**src/rtc_pkg.sv**
```systemverilog
// rtc_pkg: register map, field layout, reset values and timing for the bcd calendar rtc
// assumes a 100 MHz system clock; the 32 kHz tick is generated internally from it
package rtc_pkg;
   localparam int unsigned clock_hz = 100_000_000;
   localparam int unsigned tick_hz = 32_768;
   localparam int unsigned tick_div = clock_hz / tick_hz;
   localparam logic [15:0] ticks_per_second = 16'h8000;

   localparam logic [7:0] seconds_offset = 8'h00;
   localparam logic [7:0] minutes_offset = 8'h04;
   localparam logic [7:0] hours_offset = 8'h08;
   localparam logic [7:0] days_offset = 8'h0C;
   localparam logic [7:0] months_offset = 8'h10;
   localparam logic [7:0] years_offset = 8'h14;
   localparam logic [7:0] weeks_offset = 8'h18;
   localparam logic [7:0] alarm_seconds_offset = 8'h20;
   localparam logic [7:0] alarm_minutes_offset = 8'h24;
   localparam logic [7:0] alarm_hours_offset = 8'h28;
   localparam logic [7:0] alarm_days_offset = 8'h2C;
   localparam logic [7:0] alarm_months_offset = 8'h30;
   localparam logic [7:0] alarm_years_offset = 8'h34;
   localparam logic [7:0] control_offset = 8'h40;
   localparam logic [7:0] status_offset = 8'h44;
   localparam logic [7:0] interrupts_offset = 8'h48;
   localparam logic [7:0] comp_lsb_offset = 8'h4C;
   localparam logic [7:0] comp_msb_offset = 8'h50;

   // control fields
   localparam int ctrl_run_bit = 0;
   localparam int ctrl_round_bit = 1;
   localparam int ctrl_auto_comp_bit = 2;
   localparam int ctrl_twelve_hour_bit = 3;
   localparam int ctrl_snapshot_bit = 6;
   // status fields
   localparam int stat_running_bit = 1;
   localparam int stat_second_bit = 2;
   localparam int stat_minute_bit = 3;
   localparam int stat_hour_bit = 4;
   localparam int stat_day_bit = 5;
   localparam int stat_alarm_bit = 6;
   localparam int stat_period_bit = 7;
   // interrupt fields
   localparam int irq_period_lsb = 0;
   localparam int irq_periodic_enable_bit = 2;
   localparam int irq_alarm_enable_bit = 3;

   localparam logic [7:0] control_reset = 8'h00;
   localparam logic [7:0] pm_flag = 8'h80;

   typedef enum logic [1:0] {
      period_second = 2'b00,
      period_minute = 2'b01,
      period_hour = 2'b10,
      period_day = 2'b11
   } period_select_type;

   typedef struct packed {
      logic [7:0] seconds;
      logic [7:0] minutes;
      logic [7:0] hours;
      logic [7:0] days;
      logic [7:0] months;
      logic [7:0] years;
      logic [7:0] weeks;
   } time_calendar_type;

   localparam time_calendar_type calendar_reset = '{8'h00, 8'h00, 8'h00, 8'h01, 8'h01, 8'h00, 8'h00};

   typedef struct packed {
      logic second;
      logic minute;
      logic hour;
      logic day;
   } carry_type;
endpackage

```
**src/bcd_digit_pair.sv**
```systemverilog
// bcd_digit_pair: increments a two-digit bcd value with wrap to a low bound
// assumes the input already holds legal bcd
`timescale 1ns/1ps
module bcd_digit_pair
   import rtc_pkg::*;
(
   input wire logic [7:0] value,
   input wire logic [7:0] top,
   input wire logic [7:0] low,
   output logic [7:0] next_value,
   output logic wrap
);
   always_comb
   begin
      wrap = (value >= top);
      if (wrap)
      begin
         next_value = low;
      end
      else if (value[3:0] == 4'h9)
      begin
         next_value = {value[7:4] + 4'h1, 4'h0};
      end
      else
      begin
         next_value = {value[7:4], value[3:0] + 4'h1};
      end
   end
endmodule

```
**src/bcd_calendar_rtc.sv**
```systemverilog
// bcd_calendar_rtc: bcd time and calendar with alarm, periodic event, rounding, snapshot, drift compensation
// assumes an apb master on the system clock; registers one per aligned word, data in the low byte
`timescale 1ns/1ps
module bcd_calendar_rtc
   import rtc_pkg::*;
#(
   parameter int unsigned tick_divide = tick_div
)
(
   input wire logic clock,
   input wire logic sys_rst,
   input wire logic psel,
   input wire logic penable,
   input wire logic pwrite,
   input wire logic [7:0] paddr,
   input wire logic [31:0] pwdata,
   output logic [31:0] prdata,
   output logic pready,
   output logic pslverr,
   output logic periodic_irq_n,
   output logic alarm_irq_n,
   output logic wake_request
);
   time_calendar_type live;
   time_calendar_type shadow;
   time_calendar_type next_live;
   time_calendar_type next_shadow;
   time_calendar_type alarm;
   time_calendar_type next_alarm;
   logic [7:0] control;
   logic [7:0] next_control;
   logic [7:0] irq_control;
   logic [7:0] next_irq_control;
   logic [15:0] compensation;
   logic [15:0] next_compensation;
   logic [15:0] sub_count;
   logic [15:0] next_sub_count;
   logic [15:0] divider;
   logic [15:0] next_divider;
   logic [3:0] event_flags;
   logic [3:0] next_event_flags;
   logic alarm_flag;
   logic next_alarm_flag;
   logic period_flag;
   logic next_period_flag;
   logic snapshot_valid;
   logic next_snapshot_valid;
   logic period_pulse_n;
   logic next_period_pulse_n;
   logic [31:0] next_prdata;

   logic access;
   logic wr;
   logic rd;
   logic tick32;
   logic second_tick;
   logic running;
   logic twelve_hour;
   logic leap;
   logic [7:0] month_days;
   logic [7:0] inc_sec;
   logic [7:0] inc_min;
   logic [7:0] inc_hour;
   logic [7:0] inc_day;
   logic [7:0] inc_month;
   logic [7:0] inc_year;
   logic [7:0] inc_week;
   logic wrap_sec;
   logic wrap_min;
   logic wrap_hour;
   logic wrap_day;
   logic wrap_month;
   logic unused_wrap_year;
   logic unused_wrap_week;
   logic [7:0] hours_view;
   logic [7:0] hours_written;
   carry_type carry;
   logic period_hit;
   logic alarm_match;
   logic mapped;
   logic [31:0] read_word;

   assign access = psel && penable;
   assign wr = access && pwrite;
   // read data is captured in the setup phase so that it stands at the access edge
   assign rd = psel && !penable && !pwrite;
   assign pready = 1'b1;
   assign running = control[ctrl_run_bit];
   assign twelve_hour = control[ctrl_twelve_hour_bit];
   assign tick32 = (divider == 16'(tick_divide - 1));
   // one-second point: prescaler reaches its top while running
   // equality, so a negative compensation wraps through zero and lengthens the second
   assign second_tick = tick32 && running && (sub_count == ticks_per_second - 16'h0001);
   assign leap = (live.years[4] == 1'b0) ? (live.years[1:0] == 2'b00) : (live.years[1:0] == 2'b10);

   // live hours are kept in 24-hour form; format converted at the bus only
   function automatic logic [7:0] to_twelve(input logic [7:0] h);
      logic [7:0] t;
      t = h;
      if (h == 8'h00)
      begin
         t = 8'h12;
      end
      else if (h >= 8'h13)
      begin
         t = (h[3:0] >= 4'h2) ? {h[7:4] - 4'h1, h[3:0] - 4'h2} : {h[7:4] - 4'h2, h[3:0] + 4'h8};
         t = t | pm_flag;
      end
      else if (h == 8'h12)
      begin
         t = 8'h12 | pm_flag;
      end
      return t;
   endfunction

   function automatic logic [7:0] from_twelve(input logic [7:0] h);
      logic [7:0] b;
      logic [7:0] r;
      b = {1'b0, h[6:0]};
      r = b;
      if (b == 8'h12)
      begin
         r = h[7] ? 8'h12 : 8'h00;
      end
      else if (h[7])
      begin
         r = (b[3:0] >= 4'h8) ? {b[7:4] + 4'h2, b[3:0] - 4'h8} : {b[7:4] + 4'h1, b[3:0] + 4'h2};
      end
      return r;
   endfunction

   assign hours_view = twelve_hour ? to_twelve(snapshot_valid ? shadow.hours : live.hours)
                                   : (snapshot_valid ? shadow.hours : live.hours);
   assign hours_written = twelve_hour ? from_twelve(pwdata[7:0]) : pwdata[7:0];

   always_comb
   begin
      unique case (live.months)
         8'h04, 8'h06, 8'h09, 8'h11: month_days = 8'h30;
         8'h02: month_days = leap ? 8'h29 : 8'h28;
         default: month_days = 8'h31;
      endcase
   end

   bcd_digit_pair sec_pair (.value(live.seconds), .top(8'h59), .low(8'h00), .next_value(inc_sec), .wrap(wrap_sec));
   bcd_digit_pair min_pair (.value(live.minutes), .top(8'h59), .low(8'h00), .next_value(inc_min), .wrap(wrap_min));
   bcd_digit_pair hour_pair (.value(live.hours), .top(8'h23), .low(8'h00), .next_value(inc_hour), .wrap(wrap_hour));
   bcd_digit_pair day_pair (.value(live.days), .top(month_days), .low(8'h01), .next_value(inc_day), .wrap(wrap_day));
   bcd_digit_pair month_pair (.value(live.months), .top(8'h12), .low(8'h01), .next_value(inc_month),
                              .wrap(wrap_month));
   bcd_digit_pair year_pair (.value(live.years), .top(8'h99), .low(8'h00), .next_value(inc_year),
                             .wrap(unused_wrap_year));
   bcd_digit_pair week_pair (.value(live.weeks), .top(8'h06), .low(8'h00), .next_value(inc_week),
                             .wrap(unused_wrap_week));

   assign carry.second = second_tick;
   assign carry.minute = second_tick && wrap_sec;
   assign carry.hour = carry.minute && wrap_min;
   assign carry.day = carry.hour && wrap_hour;

   always_comb
   begin
      unique case (period_select_type'(irq_control[irq_period_lsb +: 2]))
         period_second: period_hit = carry.second;
         period_minute: period_hit = carry.minute;
         period_hour: period_hit = carry.hour;
         period_day: period_hit = carry.day;
      endcase
   end

   // compared against the time that the tick is about to show
   assign alarm_match = (next_live.seconds == alarm.seconds) && (next_live.minutes == alarm.minutes)
                        && (next_live.hours == alarm.hours) && (next_live.days == alarm.days)
                        && (next_live.months == alarm.months) && (next_live.years == alarm.years);

   // counting and register writes
   always_comb
   begin
      next_live = live;
      next_alarm = alarm;
      next_control = control;
      next_irq_control = irq_control;
      next_compensation = compensation;
      next_shadow = shadow;
      next_snapshot_valid = snapshot_valid;
      next_divider = tick32 ? 16'h0000 : divider + 16'h0001;
      next_sub_count = sub_count;
      if (tick32 && running)
      begin
         if (second_tick)
         begin
            // the first second of each hour is shortened or stretched by the compensation
            if (control[ctrl_auto_comp_bit] && carry.hour)
            begin
               next_sub_count = compensation;
            end
            else
            begin
               next_sub_count = 16'h0000;
            end
         end
         else
         begin
            next_sub_count = sub_count + 16'h0001;
         end
      end
      if (second_tick)
      begin
         if (control[ctrl_round_bit])
         begin
            // round: 30 s or more goes up a full minute
            next_control[ctrl_round_bit] = 1'b0;
            next_live.seconds = 8'h00;
            if (live.seconds >= 8'h30)
            begin
               next_live.minutes = inc_min;
               if (wrap_min)
               begin
                  next_live.hours = inc_hour;
               end
            end
         end
         else
         begin
            next_live.seconds = inc_sec;
            if (carry.minute)
            begin
               next_live.minutes = inc_min;
            end
            if (carry.hour)
            begin
               next_live.hours = inc_hour;
            end
            if (carry.day)
            begin
               next_live.days = inc_day;
               next_live.weeks = inc_week;
               if (wrap_day)
               begin
                  next_live.months = inc_month;
                  if (wrap_month)
                  begin
                     next_live.years = inc_year;
                  end
               end
            end
         end
      end
      if (control[ctrl_snapshot_bit])
      begin
         next_shadow = live;
         next_snapshot_valid = 1'b1;
         next_control[ctrl_snapshot_bit] = 1'b0;
      end
      if (wr)
      begin
         unique case (paddr)
            seconds_offset: next_live.seconds = pwdata[7:0];
            minutes_offset: next_live.minutes = pwdata[7:0];
            hours_offset: next_live.hours = hours_written;
            days_offset: next_live.days = pwdata[7:0];
            months_offset: next_live.months = pwdata[7:0];
            years_offset: next_live.years = pwdata[7:0];
            weeks_offset: next_live.weeks = pwdata[7:0];
            alarm_seconds_offset: next_alarm.seconds = pwdata[7:0];
            alarm_minutes_offset: next_alarm.minutes = pwdata[7:0];
            alarm_hours_offset: next_alarm.hours = hours_written;
            alarm_days_offset: next_alarm.days = pwdata[7:0];
            alarm_months_offset: next_alarm.months = pwdata[7:0];
            alarm_years_offset: next_alarm.years = pwdata[7:0];
            control_offset: next_control = pwdata[7:0];
            interrupts_offset: next_irq_control = pwdata[7:0];
            comp_lsb_offset: next_compensation[7:0] = pwdata[7:0];
            comp_msb_offset: next_compensation[15:8] = pwdata[7:0];
            default: ;
         endcase
         // a new live write ends the frozen view
         if (paddr <= weeks_offset)
         begin
            next_snapshot_valid = 1'b0;
         end
      end
   end

   always_ff @(posedge clock)
   begin
      if (sys_rst)
      begin
         live <= calendar_reset;
         shadow <= calendar_reset;
         alarm <= calendar_reset;
         control <= control_reset;
         irq_control <= 8'h00;
         compensation <= 16'h0000;
         sub_count <= 16'h0000;
         divider <= 16'h0000;
         snapshot_valid <= 1'b0;
      end
      else
      begin
         live <= next_live;
         shadow <= next_shadow;
         alarm <= next_alarm;
         control <= next_control;
         irq_control <= next_irq_control;
         compensation <= next_compensation;
         sub_count <= next_sub_count;
         divider <= next_divider;
         snapshot_valid <= next_snapshot_valid;
      end
   end

   // event and interrupt state; set wins over a write-one clear
   always_comb
   begin
      next_event_flags = event_flags;
      next_alarm_flag = alarm_flag;
      next_period_flag = period_flag;
      next_period_pulse_n = 1'b1;
      if (wr && paddr == status_offset)
      begin
         if (pwdata[stat_alarm_bit])
         begin
            next_alarm_flag = 1'b0;
         end
         if (pwdata[stat_period_bit])
         begin
            next_period_flag = 1'b0;
         end
      end
      if (period_hit && irq_control[irq_periodic_enable_bit])
      begin
         next_event_flags = {carry.day, carry.hour, carry.minute, carry.second};
         next_period_flag = 1'b1;
         next_period_pulse_n = 1'b0;
      end
      if (second_tick && alarm_match && irq_control[irq_alarm_enable_bit])
      begin
         next_alarm_flag = 1'b1;
      end
   end

   always_ff @(posedge clock)
   begin
      if (sys_rst)
      begin
         event_flags <= 4'h0;
         alarm_flag <= 1'b0;
         period_flag <= 1'b0;
         period_pulse_n <= 1'b1;
      end
      else
      begin
         event_flags <= next_event_flags;
         alarm_flag <= next_alarm_flag;
         period_flag <= next_period_flag;
         period_pulse_n <= next_period_pulse_n;
      end
   end

   assign periodic_irq_n = period_pulse_n;
   assign alarm_irq_n = !alarm_flag;
   assign wake_request = alarm_flag;

   // read mux: shadow copy while a snapshot is held
   always_comb
   begin
      time_calendar_type view;
      view = snapshot_valid ? shadow : live;
      mapped = 1'b1;
      read_word = 32'h0000_0000;
      unique case (paddr)
         seconds_offset: read_word[7:0] = view.seconds;
         minutes_offset: read_word[7:0] = view.minutes;
         hours_offset: read_word[7:0] = hours_view;
         days_offset: read_word[7:0] = view.days;
         months_offset: read_word[7:0] = view.months;
         years_offset: read_word[7:0] = view.years;
         weeks_offset: read_word[7:0] = view.weeks;
         alarm_seconds_offset: read_word[7:0] = alarm.seconds;
         alarm_minutes_offset: read_word[7:0] = alarm.minutes;
         alarm_hours_offset: read_word[7:0] = twelve_hour ? to_twelve(alarm.hours) : alarm.hours;
         alarm_days_offset: read_word[7:0] = alarm.days;
         alarm_months_offset: read_word[7:0] = alarm.months;
         alarm_years_offset: read_word[7:0] = alarm.years;
         control_offset: read_word[7:0] = control;
         status_offset: read_word[7:0] = {period_flag, alarm_flag, event_flags, running, 1'b0};
         interrupts_offset: read_word[7:0] = irq_control;
         comp_lsb_offset: read_word[7:0] = compensation[7:0];
         comp_msb_offset: read_word[7:0] = compensation[15:8];
         default: mapped = 1'b0;
      endcase
      next_prdata = rd ? read_word : prdata;
   end

   always_ff @(posedge clock)
   begin
      if (sys_rst)
      begin
         prdata <= 32'h0000_0000;
      end
      else
      begin
         prdata <= next_prdata;
      end
   end

   assign pslverr = access && !mapped;
endmodule

```
**config.mk**
```make
export PLATFORM = sky130hd
export DESIGN_NAME = bcd_calendar_rtc
export DESIGN_NICKNAME = d
export VERILOG_FILES = /design/src/rtc_pkg.sv /design/src/bcd_digit_pair.sv /design/src/bcd_calendar_rtc.sv
export SDC_FILE = /design/constraint.sdc
export NUM_CORES = 1
export LEC_CHECK = 0
export ABC_AREA = 1
export BUFFER_PORTS_ARGS = -buffer_cell sky130_fd_sc_hd__buf_4
export CORE_AREA = 2 2 160 201
export DETAILED_ROUTE_END_ITERATION = 8
export DIE_AREA = 0 0 162 203
export PLACE_DENSITY = 0.77
export SLEW_MARGIN = 10
export SYNTH_ARGS = -nofsm -noshare
export SYNTH_HDL_FRONTEND = slang
export SYNTH_HIERARCHICAL = 1
export SYNTH_SLANG_ARGS = --single-unit
export TNS_END_PERCENT = 100
```
**constraint.sdc**
```tcl
create_clock -name clock -period 3.1 [get_ports clock]
set_input_delay 0.62 -clock clock [delete_from_list [all_inputs] [get_ports clock]]
set_output_delay 0.62 -clock clock [all_outputs]
set_load 0.005 [all_outputs]
```
==> metrics.csv, run 1 <==
stage,metric,value,unit
outcome,outcome,"finished, violations left",
outcome,violations,negative setup slack,
placed_design,dpl-instance-area,19900,um^2
clock_network,holdBufCountCts,0,
setup_path,critical_path.max_stage_delay,0.48,ns
route,finalWirelength,66900,um
route,via_per_inst,5.66,
logic_synthesis,yosys_warnings,6,
job,max_cap_violations,0,
timing,rsz0062_at_grt,yes,
timing,setup_slack,-0.212,ns
setup_path,path_common_cell,nand2_1,
route,detail_route.wl_per_cell,18.9,um
logic_synthesis,synth_fa_ha_area_share,5.43,%
die,initial_core_util,56.9,%
logic_synthesis,syn_area,17500,um^2
placed_design,gp_congestion,1.06,
setup_path,rr_endpoint,wake_request,
logic_synthesis,synthMuxAreaShare,0,%
die,core_area,30800,um^2
final_layout,design_area,21100,um^2
timing,finalSetupViolCount,2,
placed_design,place_hpwl,51600,um
timing,clock.fmax,0.302,GHz
setup_path,rr_worst_depth,20,
global_routing,antenna_found_initial,1,
timing,tightestPinTransition,1.07,ns
placed_design,dp_cells,3468,
final_layout,syn_to_final_growth,20.6,%
global_routing,grt_usage,40.0,%
final_layout,layoutNonFillerInstCount,3530,
setup_path,r2r_start,live[47],
logic_synthesis,synth_compound_gate_area_share,18.4,%
power,power.density,320,nW/um^2
clock_network,clk_latency,0.58,ns
timing,period_share,107,%
setup_path,reg2reg_setup_slack,-0.21,ns
timing,clock_skew,0.0230,ns
hold_path,hold_class,in2reg,
hold_path,hp-start,paddr[5],
clock_network,cts.sinks,240,
final_layout,drive_above_1_share,15.2,%
setup_path,crit_path_max_fanout,7,
setup_path,crit_family,simple AND/OR/NAND/NOR gates,
global_routing,grt_max_degree,94,
setup_path,cp.arrival,3.81,ns
clock_network,cts-root-buf,clkbuf_16,
power,p_leak,9.96,nW
logic_synthesis,synth_simple_gate_area_share,36.5,%
timing,slew_viol_final,0,
setup_path,cpMaxStageDelayCell,nor2_2,
clock_network,numCtsBuffers,27,
logic_synthesis,ys_ff_latch,240,
timing,max_slew_margin,28.9,%
logic_synthesis,synth_top_family_by_area,simple AND/OR/NAND/NOR gates,
hold_path,min_path_cells,3,
logic_synthesis,yosys-top-cells-area,"dfxtp_1 (27%), nand2_1 (16%), nand3_1 (7.3%)",
logic_synthesis,synth_xor_area_share,1.15,%
clock_network,cts_max_path_buffers,3,
global_routing,globalRouteOverflowTotal,0,
setup_path,endpoint_kind,flip-flop,
die,dieArea,32900,um^2
timing,hold_violations,0,
setup_path,path_cells,ha_1 -> nand2_1 -> nor2_2 -> nand4_2 -> nand3_4 -> nand4_1 -> nor2_2 -> buf_4 -> nand2_2 -> nand2_1 -> nand3_1 -> nand2_1 -> nand2_1 -> nand2_1 -> nand3_1 -> nor2_2 -> nand3_1 -> nor2_1 -> nor2_1 -> nor2_1,
clock_network,cts_tree,built,
hold_path,hold_end,snapshot_valid,
logic_synthesis,synthFlopType,dfxtp_1,
route,first_pass_iters,6,
logic_synthesis,synth_top_area_share,27.4,%
route,via_count,20000,
power,irDropWorstVdd,0.387,mV
setup_path,path_buf_inv,1,
logic_synthesis,synth.largest_area_cell,dfxtp_1,
logic_synthesis,yosysUniqueCellTypes,56,
final_layout,fillerInstances,2815,
die,die_h,203,um
clock_network,clkTransAtPathRegs,0.06,ns
route,drt_iter0_markers,1880,
global_routing,grt_pass1_vias,18700,
placed_design,portBuffers,32,
setup_path,cp.required,3.59,ns
die,core.rowCount,72,
setup_path,critPathKind,reg2reg,
die,die_x,162,um
clock_network,htreeDepth,1,
die,io_pins,82,
timing,post-route-min-period,3.31,ns
setup_path,cp-start-kind,flip-flop,
global_routing,grt_pass1_wl,102000,um
logic_synthesis,synthArstFlopShare,0,%
logic_synthesis,synth_edf_count,0,
route,drc,0,
logic_synthesis,synth_area_per_cell,6.28,um^2
logic_synthesis,seq_area_frac_synth,27.4,%
route,drtAntennaViolNets,0,
logic_synthesis,synth_cells,2790,
final_layout,final_nets,3223,
-- sequential cells by signal (all words and copies together) (netlist names), 16 cells and up --
register,flops
sub_count,16
alarm,48
shadow,56
divider,16
live,56
compensation,16
-- tightest hold or removal path: stages --
cell and delay (ns):
buf_4 0.09, a211oi_1 0.04, a211oi_1 0.22
-- per-stage QoR --
stage	hold slack [ns]	TNS, ns	worst slack, ns	total power [mW]	utilization (%)
2_1_floorplan	0.430	0	0.0365	3.40	-
3_3_place_gp	0.440	-0.412	-0.319	3.52	64.7
3_5_place_dp	0.451	-0.483	-0.406	3.53	64.7
4_1_cts	0.444	-0.360	-0.204	6.75	68.4
5_1_grt	0.475	-0.769	-0.433	6.94	68.5
6_report	0.453	-0.347	-0.212	6.77	68.5
-- worst max path at each step --
stage,start,endpoint,slack (ns),depth (start not counted)
after floorplan,live[20],wake_request,0.04,29
after global placement,live[20],wake_request,-0.32,29
after detailed placement,live[20],wake_request,-0.41,29
after CTS,live[23],wake_request,-0.20,26
after global routing,live[20],wake_request,-0.43,28
final,live[47],wake_request,-0.21,20
-- power by group --
group          internal, mW  switching [mW]  leakage, nW
clock                  1.87            1.41        0.443
combinational         0.107           0.284         7.58
sequential             3.09         0.00443         1.93
-- metal layers --
layer	GRT usage, %	vias to the layer above	wire [um]	share of wire (%)
li1	-	9715	-	-
met2	66.4	967	30300	45
met4	30.8	0	6300	9.4
met3	6.52	275	5650	8.4
met1	46.0	9040	24600	37
met5	0	-	0	0
-- layout make-up --
class	count	area, um^2	share of cell area (%)
flip-flops and latches	240	4810	22.8
multi-input cells	2202	11500	54.3
diodes	1	2.50	0.0118
well taps	407	509	2.41
clock buffers	34	742	3.51
clock inverters	15	149	0.705
repair buffers	270	2080	9.85
inverters	361	1360	6.45
-- cells in the mapped netlist (all sizes together) (2+ instances only) --
| cell | n |
|---|---|
| nand2 | 778 |
| inv | 357 |
| nand3 | 268 |
| nor2 | 246 |
| dfxtp | 240 |
| a21oi | 229 |
| o21ai | 211 |
| ha | 76 |
| clkbuf | 72 |
| buf | 47 |
| nand4 | 47 |
| a221oi | 24 |
| o22ai | 24 |
| nor3 | 20 |
| a31oi | 17 |
| xnor2 | 17 |
| a211oi | 13 |
| nand3b | 12 |
| nor4 | 11 |
| a2111oi | 10 |
| o211ai | 10 |
| a21o | 7 |
| o31ai | 7 |
| or2 | 7 |
| o2111ai | 6 |
| xor2 | 6 |
| clkinv | 4 |
| a22o | 3 |
| nor3b | 3 |
| a22oi | 2 |
| conb | 2 |
| o211a | 2 |
| o21a | 2 |
| o221ai | 2 |
| o311ai | 2 |
-- placed cells by master (no fill, tap or decap), drive strengths merged, types with 3 or more instances in the layout --
| cell | synthesis | routed |
|---|---|---|
| o31ai | 7 | 7 |
| xnor2 | 17 | 17 |
| a22o | 3 | 3 |
| nand4 | 47 | 47 |
| or2 | 7 | 7 |
| o211ai | 10 | 10 |
| nand2 | 778 | 778 |
| nand3 | 268 | 268 |
| a21oi | 229 | 229 |
| conb | 2 | 134 |
| o2111ai | 6 | 6 |
| xor2 | 6 | 6 |
| nor2 | 246 | 246 |
| ha | 76 | 76 |
| nor3 | 20 | 20 |
| dfxtp | 240 | 240 |
| a2111oi | 10 | 10 |
| o22ai | 24 | 24 |
| inv | 357 | 357 |
| o21ai | 211 | 211 |
| buf | 47 | 270 |
| clkinv | 4 | 15 |
| a21o | 7 | 7 |
| nor3b | 3 | 3 |
| a31oi | 17 | 17 |
| clkbuf | 72 | 34 |
| a211oi | 13 | 13 |
| a221oi | 24 | 24 |
| nand3b | 12 | 12 |
| nor4 | 11 | 11 |
-- cells by family after synthesis --
| logic type | count (synthesis) |
|---|---|
| and+or+nand+nor | 1395 |
| xor gates and xnor gates | 23 |
| adders and majority gates | 76 |
| DFF | 240 |
| other | 2 |
| AOI/OAI and AO/OA | 574 |
| buffers and inverters | 480 |
-- timing repair --
action / 4_1_cts / 5_1_grt
pin swaps: 24 / 10
resized for setup: 43 / 16
hold endpoints to repair: 0 / 0
endpoints found under the setup margin: 1 / 11
buffers inserted: 10 / 2
No activity file was read; power rests on OpenSTA's default activity.
==> run 2: changes to the inputs <==
- SKIP_LAST_GASP: default -> 1
==> run 2 against run 1 <==
Effect of this change: the flow still finishes with violations (negative setup slack); power is essentially flat; clock power about the same; cell count about the same; utilization barely moved; register-to-register slack about the same; setup slack worse by 0.014 ns; via count barely moved; highest routed layer unchanged; critical path type unchanged; sequential power about the same.
==> metrics.csv, run 2 (same netlist as run 1, synthesis figures left out) <==
stage,metric,value,unit,change
outcome,outcome,"finished, violations left",,unchanged
outcome,violations,negative setup slack,,unchanged
final_layout,diodes,0,,was 1
setup_path,critPathKind,reg2reg,,unchanged
setup_path,r2r_start,live[47],,unchanged
route,via_count,20000,,about the same
setup_path,crit_path_max_fanout,7,,unchanged
final_layout,syn_to_final_growth,20.5,%,was 20.6%
setup_path,cp.arrival,3.82,ns,was 3.81 ns
route,drt_iter0_markers,1833,,"was 1,880"
final_layout,final_nets,3223,,unchanged
placed_design,portBuffers,32,,unchanged
route,detail_route.wl_per_cell,19.0,um,was 18.9 um
global_routing,globalRouteOverflowTotal,0,,unchanged
setup_path,cpMaxStageDelayCell,nor2_2,,unchanged
power,irDropWorstVdd,0.387,mV,about the same
hold_path,hp-start,paddr[5],,unchanged
die,io_pins,82,,unchanged
route,via_per_inst,5.67,,was 5.66
clock_network,clkTransAtPathRegs,0.06,ns,about the same
setup_path,path_cells,ha_1 -> nand2_1 -> nor2_2 -> nand4_2 -> nand3_4 -> nand4_1 -> nor2_2 -> buf_4 -> nand2_2 -> nand2_1 -> nand3_1 -> nand2_1 -> nand2_1 -> nand2_1 -> nand3_1 -> nor2_2 -> nand3_1 -> nor2_1 -> nor2_1 -> nor2_1,,unchanged
setup_path,critical_path.max_stage_delay,0.48,ns,about the same
clock_network,cts_max_path_buffers,3,,unchanged
setup_path,cp-start-kind,flip-flop,,unchanged
clock_network,holdBufCountCts,0,,unchanged
timing,rsz0062_at_grt,yes,,unchanged
timing,setup_slack,-0.226,ns,was -0.212 ns
timing,clock_skew,0.0225,ns,was 0.0230 ns
setup_path,path_buf_inv,1,,unchanged
final_layout,drive_above_1_share,15.1,%,was 15.2%
setup_path,reg2reg_setup_slack,-0.23,ns,was -0.21 ns
route,finalWirelength,67000,um,"was 66,900 um"
timing,post-route-min-period,3.33,ns,was 3.31 ns
clock_network,cts_tree,built,,unchanged
timing,tightestPinTransition,1.06,ns,was 1.07 ns
hold_path,hold_class,in2reg,,unchanged
final_layout,layoutNonFillerInstCount,3529,,"was 3,530"
timing,hold_ws,0.453,ns,about the same
placed_design,place_hpwl,51600,um,unchanged
job,max_cap_violations,0,,unchanged
final_layout,largestRegisters,"live: 56 flops, shadow: 56 flops, alarm: 48 flops",,unchanged
clock_network,cts-root-buf,clkbuf_16,,unchanged
timing,hold_violations,0,,unchanged
die,die_x,162,um,unchanged
hold_path,min_path_cells,3,,unchanged
setup_path,rr_worst_depth,20,,unchanged
clock_network,numCtsBuffers,27,,unchanged
power,p_leak,9.96,nW,about the same
hold_path,hold_end,snapshot_valid,,unchanged
timing,period_share,107,%,about the same
global_routing,grt_pass1_vias,18700,,unchanged
timing,finalSetupViolCount,2,,unchanged
final_layout,fillerInstances,2819,,"was 2,815"
die,core.rowCount,72,,unchanged
setup_path,cp.required,3.59,ns,about the same
route,drtAntennaViolNets,0,,unchanged
power,power.density,321,nW/um^2,was 320 nW/um^2
setup_path,rr_endpoint,wake_request,,unchanged
setup_path,crit_family,simple AND/OR/NAND/NOR gates,,unchanged
route,first_pass_iters,7,,was 6
setup_path,endpoint_kind,flip-flop,,unchanged
setup_path,path_common_cell,nand2_1,,unchanged
global_routing,grt_usage,40.0,%,unchanged
clock_network,htreeDepth,1,,unchanged
clock_network,clk_latency,0.58,ns,about the same
timing,clock.fmax,0.301,GHz,was 0.302 GHz
die,dieArea,32900,um^2,unchanged
final_layout,design_area,21100,um^2,about the same
placed_design,dp_cells,3468,,unchanged
die,core_area,30800,um^2,unchanged
placed_design,gp_congestion,1.06,,unchanged
final_layout,mostFrequentLayoutCells,"nand2_1 (753), inv_1 (333), buf_4 (264), nand3_1 (242), dfxtp_1 (237)",,"was nand2_1 (751), inv_1 (332), buf_4 (264), nand3_1 (242), dfxtp_1 (237)"
global_routing,grt_pass1_wl,102000,um,unchanged
clock_network,cts.sinks,240,,unchanged
global_routing,antenna_found_initial,1,,unchanged
die,die_h,203,um,unchanged
die,initial_core_util,56.9,%,unchanged
global_routing,grt_max_degree,94,,unchanged
route,drc,0,,unchanged
timing,slew_viol_final,0,,unchanged
timing,max_slew_margin,29.1,%,was 28.9%
placed_design,dpl-instance-area,19900,um^2,unchanged
final_layout,mostFrequentLayoutCell,nand2_1,,unchanged
-- run 2: worst register-to-register path, delay by kind of cell (launching register included) --
kind	cells	cell delay, ns
buffers and inverters	1	0.27
adders and majority gates	1	0.28
and+or+nand+nor	18	2.40
DFF	1	0.31
-- run 2: per-stage QoR --
stage	setup TNS, ns	utilization [%]	setup slack, ns	power [mW]
after global routing	-0.826	68.5	-0.466	6.94
after detailed placement	-0.483	64.7	-0.406	3.53
after floorplan	0	-	0.0365	3.40
after global placement	-0.412	64.7	-0.319	3.52
after CTS	-0.360	68.4	-0.204	6.75
final	-0.381	68.5	-0.226	6.77
-- run 2: worst max-delay path by stage --
stage | startpoint | endpoint | slack [ns] | cells after the start
global route | live[20] | wake_request | -0.47 | 28
global placement | live[20] | wake_request | -0.32 | 29
detailed placement | live[20] | wake_request | -0.41 | 29
finish | live[47] | wake_request | -0.23 | 20
CTS | live[23] | wake_request | -0.20 | 26
floorplan | live[20] | wake_request | 0.04 | 29
-- run 2: repair_timing --
action,CTS,global route
pin swaps,24,10
buffers inserted,10,2
resized for setup,43,13
endpoints found under the setup margin,1,11
endpoints found under the hold margin,0,0
-- run 2: where the power goes --
part | internal, mW | switching, mW | total, mW | leakage [nW]
clock | 1.87 | 1.42 | 3.29 | 0.443
combinational | 0.107 | 0.284 | 0.391 | 7.59
sequential | 3.09 | 0.00445 | 3.09 | 1.93
-- run 2: per-layer routing --
| layer | track usage, % | up-vias | wire (um) |
|---|---|---|---|
| met1 | 46.0 | 9052 | 24900 |
| met2 | 66.4 | 961 | 30400 |
| met4 | 30.8 | 0 | 6240 |
| met3 | 6.52 | 268 | 5410 |
| met5 | 0 | - | 0 |
| li1 | - | 9712 | - |
-- run 2: layout make-up --
class / instances / area (um^2) / share of cell area, %
tap: 407 / 509 / 2.41
timing repair buffer: 270 / 2080 / 9.85
multi-input combinational: 2202 / 11500 / 54.3
clock buffer: 34 / 742 / 3.51
clock inverter: 15 / 149 / 0.705
inverter: 361 / 1360 / 6.45
sequential: 240 / 4810 / 22.8
